==> src/core/mbi_defs.vh <==
// Constants of the multiplexed bus memory interface.
`ifndef MBI_DEFS_VH
`define MBI_DEFS_VH
`define MBI_ADDR_W        16
`define MBI_DATA_W        16
`define MBI_CLK_PERIOD_NS 25
`define MBI_MAX_WAIT_NS   1000
`define MBI_MAX_WAIT_CYC  ((`MBI_MAX_WAIT_NS) / (`MBI_CLK_PERIOD_NS))
`define MBI_STATE_DIV     3
`define MBI_IDLE_BUS      16'hFFFF
`endif

==> src/core/mbi_bus_master.v <==
// Bus master end of a multiplexed 16-bit address/data memory bus.
//
// How it works
// - One shared 16-bit bus carries address first, then data; strobe marks address.
// - While ready is low during an access, wait states are inserted, up to the wait limit.
// - Fetch marker is high during the address of an instruction fetch.
// - Fetch marker is low during the address of any other access.
// - Odd byte address drives upper byte select low; even address enables low lane.
// - Reads still signal the wanted byte; the unwanted byte is discarded.

// One access walks idle, address, hold, strobe, optional waits and done, one state
// time each. The state time is a fixed number of system clocks marked by a tick.
// The far side latches the address while the strobe is high and decodes it during
// the hold state, so a slow target has pulled ready low before it is first sampled.
// Ready is sampled only on ticks; a level that changes between ticks is not seen.
// A wait that outlasts the limit ends the access with the timeout flag set, and
// the read data of such an access must not be trusted.

`include "mbi_defs.vh"

module mbi_bus_master #(
	parameter MAX_WAIT_CYC = `MBI_MAX_WAIT_CYC
) (
	input  wire        sys_clk,
	input  wire        reset,
	input  wire        req_valid,
	input  wire        req_write,
	input  wire        req_fetch,
	input  wire        req_word,
	input  wire [15:0] req_addr,
	input  wire [15:0] req_wdata,
	output reg         req_ready,
	output reg         rsp_valid,
	output reg  [15:0] rsp_rdata,
	output reg         rsp_timeout,
	output reg         state_clock_out,
	output reg         addr_strobe,
	output reg         rd_n,
	output reg         wr_n,
	output reg         fetch_marker,
	output reg         upper_byte_sel_n,
	output reg  [15:0] ad_out,
	output reg         ad_oe_n,
	input  wire [15:0] ad_in,
	input  wire        ready
);

	localparam [5:0] ST_IDLE = 6'h01;
	localparam [5:0] ST_ADDR = 6'h02;
	localparam [5:0] ST_HOLD = 6'h04;
	localparam [5:0] ST_STRB = 6'h08;
	localparam [5:0] ST_WAIT = 6'h10;
	localparam [5:0] ST_DONE = 6'h20;

	reg [5:0]  state_q;
	reg [1:0]  div_q;
	reg        tick_q;
	reg        wr_q;
	reg        word_q;
	reg        odd_q;
	reg [15:0] wdata_q;
	reg [31:0] wait_q;
	wire       wait_spent;
	wire       wait_over;

	// The hold-off limit protects the access from a far side that never frees ready.
	// Ending on the limit trades a wrong data word for a bus that keeps moving.
	assign wait_spent = (wait_q >= MAX_WAIT_CYC);
	assign wait_over  = ready | wait_spent;

	// Write data steering: an odd byte goes out on both lanes, so the upper lane
	// carries it whichever lane the far side decodes for the write.
	function [15:0] lane_data;
		input        word;
		input        odd;
		input [15:0] data;
		begin
			if (odd & ~word)
				lane_data = {data[7:0], data[7:0]};
			else
				lane_data = data;
		end
	endfunction

	// Read data steering: a byte read returns the selected byte in the low bits.
	function [15:0] pick_byte;
		input        word;
		input        odd;
		input [15:0] bus;
		begin
			if (word)
				pick_byte = bus;
			else if (odd)
				pick_byte = {8'h00, bus[15:8]};
			else
				pick_byte = {8'h00, bus[7:0]};
		end
	endfunction

	// One state time is several system clocks; tick marks its last clock.
	always @(posedge sys_clk) begin
		if (reset) begin
			div_q           <= 2'h0;
			tick_q          <= 1'b0;
			state_clock_out <= 1'b0;
		end else begin
			tick_q <= (div_q == 2'h0);
			if (div_q == `MBI_STATE_DIV - 1)
				div_q <= 2'h0;
			else
				div_q <= div_q + 2'h1;
			// State clock out is high for the last system clock of each state time.
			state_clock_out <= (div_q == 2'h0);
		end
	end

	always @(posedge sys_clk) begin
		if (reset) begin
			state_q          <= ST_IDLE;
			req_ready        <= 1'b0;
			rsp_valid        <= 1'b0;
			rsp_rdata        <= 16'h0000;
			rsp_timeout      <= 1'b0;
			addr_strobe      <= 1'b0;
			rd_n             <= 1'b1;
			wr_n             <= 1'b1;
			fetch_marker     <= 1'b0;
			upper_byte_sel_n <= 1'b1;
			// The bus idles released and high, as a pulled-up bus would read.
			ad_out           <= `MBI_IDLE_BUS;
			ad_oe_n          <= 1'b1;
			wr_q             <= 1'b0;
			word_q           <= 1'b0;
			odd_q            <= 1'b0;
			wdata_q          <= 16'h0000;
			wait_q           <= 32'h0;
		end else begin
			req_ready <= 1'b0;
			rsp_valid <= 1'b0;
			if (tick_q) begin
				case (state_q)
					ST_IDLE: begin
						// A request waits for the next tick; the ready pulse says it was taken.
						if (req_valid) begin
							req_ready        <= 1'b1;
							wr_q             <= req_write;
							word_q           <= req_word;
							odd_q            <= req_addr[0];
							wdata_q          <= req_wdata;
							ad_out           <= req_addr;
							ad_oe_n          <= 1'b0;
							addr_strobe      <= 1'b1;
							fetch_marker     <= req_fetch;
							// A word or an odd byte needs the upper lane.
							upper_byte_sel_n <= ~(req_word | req_addr[0]);
							state_q          <= ST_ADDR;
						end
					end
					ST_ADDR: begin
						addr_strobe <= 1'b0;
						state_q     <= ST_HOLD;
					end
					ST_HOLD: begin
						// Address phase is over; marker and select are no longer valid.
						fetch_marker     <= 1'b0;
						upper_byte_sel_n <= 1'b1;
						wait_q           <= 32'h0;
						if (wr_q) begin
							ad_out <= lane_data(word_q, odd_q, wdata_q);
							wr_n   <= 1'b0;
						end else begin
							ad_oe_n <= 1'b1;
							rd_n    <= 1'b0;
						end
						state_q <= ST_STRB;
					end
					ST_STRB, ST_WAIT: begin
						// Ready is sampled each state; low stretches the strobe.
						if (wait_over) begin
							rsp_timeout <= ~ready;
							if (!wr_q)
								rsp_rdata <= pick_byte(word_q, odd_q, ad_in);
							rd_n    <= 1'b1;
							wr_n    <= 1'b1;
							state_q <= ST_DONE;
						end else begin
							wait_q  <= wait_q + 32'h1;
							state_q <= ST_WAIT;
						end
					end
					ST_DONE: begin
						// The bus is freed a state after the strobe rose, once the far side let go.
						ad_oe_n   <= 1'b1;
						ad_out    <= `MBI_IDLE_BUS;
						rsp_valid <= 1'b1;
						state_q   <= ST_IDLE;
					end
					default: state_q <= ST_IDLE;
				endcase
			end
		end
	end

endmodule

==> config.mk <==
export PLATFORM = sky130hd
export DESIGN_NAME = mbi_bus_master
export DESIGN_NICKNAME = d
export VERILOG_FILES = /design/src/core/mbi_bus_master.v
export VERILOG_INCLUDE_DIRS = /design/src /design/src/core
export SDC_FILE = /design/constraint.sdc
export NUM_CORES = 1
export LEC_CHECK = 0
export BUFFER_PORTS_ARGS = -buffer_cell sky130_fd_sc_hd__buf_2
export CAP_MARGIN = 10
export CORE_ASPECT_RATIO = 1.2
export CORE_UTILIZATION = 54
export DETAILED_ROUTE_END_ITERATION = 8
export HOLD_SLACK_MARGIN = 0.08
export PLACE_DENSITY_LB_ADDON = 0.2
export SYNTH_ARGS = -nofsm -noshare
export SYNTH_HDL_FRONTEND = slang
export SYNTH_SLANG_ARGS = --single-unit
==> constraint.sdc <==
create_clock -name sys_clk -period 2.25 [get_ports sys_clk]
set_clock_uncertainty 0.05 [all_clocks]
set_input_delay 0 -clock sys_clk [delete_from_list [all_inputs] [get_ports sys_clk]]
set_output_delay 0 -clock sys_clk [all_outputs]
set_load 0.02 [all_outputs]
==> impl_metrics.tcl <==
set metrics [dict create \
    status "finished, final reports clean" \
    rsz0062_at_grt "no" \
    gp_congestion 0.818 \
    p_per_area_nw_per_um2 623 \
    slew_violations 0 \
    r2r_end "ad_out[7]" \
    yosysSeqAreaShare_pct 47.6 \
    synth.top_cells.by_count "dfxtp_1, nand2_1, a21oi_1, nor2_1, mux2i_1" \
    drt-initial-drc-count 232 \
    drv_cap 0 \
    h-tree-depth 3 \
    drive_above_1_share_pct 22.8 \
    rr_worst_depth 7 \
    die_x_um 83 \
    ant_nets 0 \
    antenna_found_initial 0 \
    synth_area_per_cell_um2 8.97 \
    row_count 35 \
    setup_violations 0 \
    netlist_instances 474 \
    postCtsSetupBuffers 0 \
    worst_pin_slew_ns 1.08 \
    clock_tree.root_cell "clkbuf_8" \
    diodes 0 \
    dieHeight_um 99.2 \
    fin_crit_ns 2.12 \
    rrSetupSlack_ns 0.13 \
    p_leak_nw 2.33 \
    synth_area_leader_cell "dfxtp_1" \
    overflow 0 \
    drt-total-wl_um 11000 \
    cts_buffer_depth 2 \
    cp-end-kind "flop" \
    synth_nets 533 \
    initial_core_util_pct 55.5 \
    grt_pass1_vias 3823 \
    critical_path.startpoint "state_q[3]" \
    coreArea_um2 7660 \
    area_delta_synth_final_pct 30.3 \
    setup_ws_ns 0.132 \
    drc_errors 0 \
    final_nets 678 \
    setup_tns_ns 0 \
    grt_first_pass_wirelength_um 17700 \
    io_pins 97 \
    clock.fmax_ghz 0.472 \
    ys_warn_count 0 \
    synth_cell_types 50 \
    fillers 573 \
    synth_top_area_share_pct 47.6 \
    crit_required_ns 2.39 \
    routedWlPerCell_um 15.4 \
    async_flop_share_pct 0 \
    grt_max_degree 53 \
    critical_path_arrival_ns 2.26 \
    critPathMaxFanout 32 \
    synthMostInstantiatedCell "dfxtp_1" \
    vias 4007 \
    cts_tree "done" \
    clock_latency_ns 0.36 \
    synthFlopType "dfxtp_1" \
    clkTransAtPathRegs_ns 0.09 \
    port_buffers 96 \
    cts_made_buffers 9 \
    die-area_um2 8230 \
    dp_hpwl_um 6850 \
    ys_top_cells_by_area "dfxtp_1, mux2i_1, nand2_1" \
    hp-class "input pin to flop" \
    drt-pass1-iter-count 4 \
    start_kind "flop" \
    synth-seq-cells 101 \
    netlist_area_um2 4250 \
    cts.sinks 101 \
    grt.total_usage_pct 26.6 \
    place_area_um2 4820 \
    synth_edf_count 0 \
    hold_viol 0 \
    cp-endpoint "ad_out[7]" \
    ir_drop_mv 0.443 \
    viasPerCell 5.60 \
    min_period_over_period_pct 94.1 \
    place_ws_ns 0.172 \
    path_class "flop to flop" \
    maxSlewHeadroom_pct 27.9 \
    r2r-start "state_q[3]" \
    finish.instance_area_um2 5540 \
]
[layer usage]
layer  up-vias  global-route usage (%)  part of all wire (%)
met5         -                       0                     0
met4         0                    13.4                   3.6
met3        34                    4.65                   3.4
met2       109                    48.0                    51
met1      1893                    30.3                    42
li1       1971                       -                     -
[cells by family after synthesis]
| logic type | count (synthesis) | share of synthesized area [%] |
|---|---|---|
| buffers and inverters | 39 | 4.62 |
| AOI/OAI and AO/OA | 107 | 16.8 |
| muxes | 25 | 5.89 |
| and+or+nand+nor | 197 | 23.7 |
| adders and majority gates | 4 | 1.18 |
| DFF | 101 | 47.6 |
| xor gates and xnor gates | 1 | 0.206 |
[registers in the layout, summed over array words and instances, names as in the netlist, 2 cells and up]
name	flops
wdata_q	16
ad_out	16
wait_q	32
state_q	6
div_q	2
rsp_rdata	16
[how the worst min path moves through the flow]
stage,startpoint,to,slack [ns],depth (start not counted)
after floorplan,ready,rsp_timeout,0.05,1
after global placement,ready,rsp_timeout,0.15,2
after detailed placement,ready,rsp_timeout,0.15,2
after CTS,ready,rsp_timeout,0.30,3
after global routing,ready,rsp_timeout,0.33,3
final,ready,rsp_timeout,0.32,3
[cell type report]
type | count | area (µm²) | share of cell area (%)
multi-input combinational | 334 | 2040 | 36.9
clock buffer | 13 | 149 | 2.69
clock inverter | 3 | 21.3 | 0.384
tap | 92 | 115 | 2.08
timing repair buffer | 165 | 1160 | 20.9
inverter | 8 | 30.0 | 0.542
sequential | 101 | 2020 | 36.5
[critical path, cell delays in order, from the launching register on]
cell and delay [ns]:
dfxtp_1 0.36, nor4_1 0.46, nand3b_1 0.21, o21ai_0 0.34
nor2_4 0.06, buf_12 0.17, nor3_1 0.21, a31oi_1 0.08
[through the flow]
step / power, mW / hold WS [ns] / utilization (%) / std cells
floorplan: 2.22 / 0.0458 / - / 474
global placement: 2.37 / 0.151 / 62.9 / 646
detailed placement: 2.38 / 0.154 / 62.9 / 646
CTS: 3.46 / 0.301 / 72.1 / 716
global route: 3.61 / 0.326 / 72.3 / 716
finish: 3.45 / 0.320 / 72.3 / 716
[where the power goes]
part	switching (mW)	total, mW	internal, mW
clock network	0.595	1.03	0.435
logic	0.287	0.527	0.240
registers	0.0464	1.90	1.85
total	0.928	3.45	2.53
[layout by cell type (no fill, tap or decap), types with 4 or more instances in the layout]
cell type / netlist / routed
inv_1: 8 / 8
a31oi_1: 22 / 22
mux2i_1: 25 / 25
and2_1: 16 / 16
dlygate4sd3_1: 0 / 54
clkbuf_8: 0 / 10
nand2_1: 58 / 58
buf_4: 0 / 13
a211oi_2: 5 / 5
nand3_1: 16 / 16
ha_1: 4 / 4
buf_2: 10 / 96
dfxtp_1: 101 / 101
or4_1: 4 / 4
o21ai_0: 16 / 16
nor3_1: 21 / 21
a211oi_1: 6 / 6
nor4_1: 7 / 6
and3_1: 6 / 6
nand2b_1: 11 / 11
nor2_1: 35 / 35
a21oi_1: 40 / 39
[timing repair]
| item | in CTS | in global routing |
|---|---|---|
| hold endpoints to repair | 59 | 0 |
| setup endpoints to repair | 0 | 17 |
| gates resized for setup | 0 | 3 |
| hold buffers | 54 | 0 |
Power figures use the tool's default switching activity.
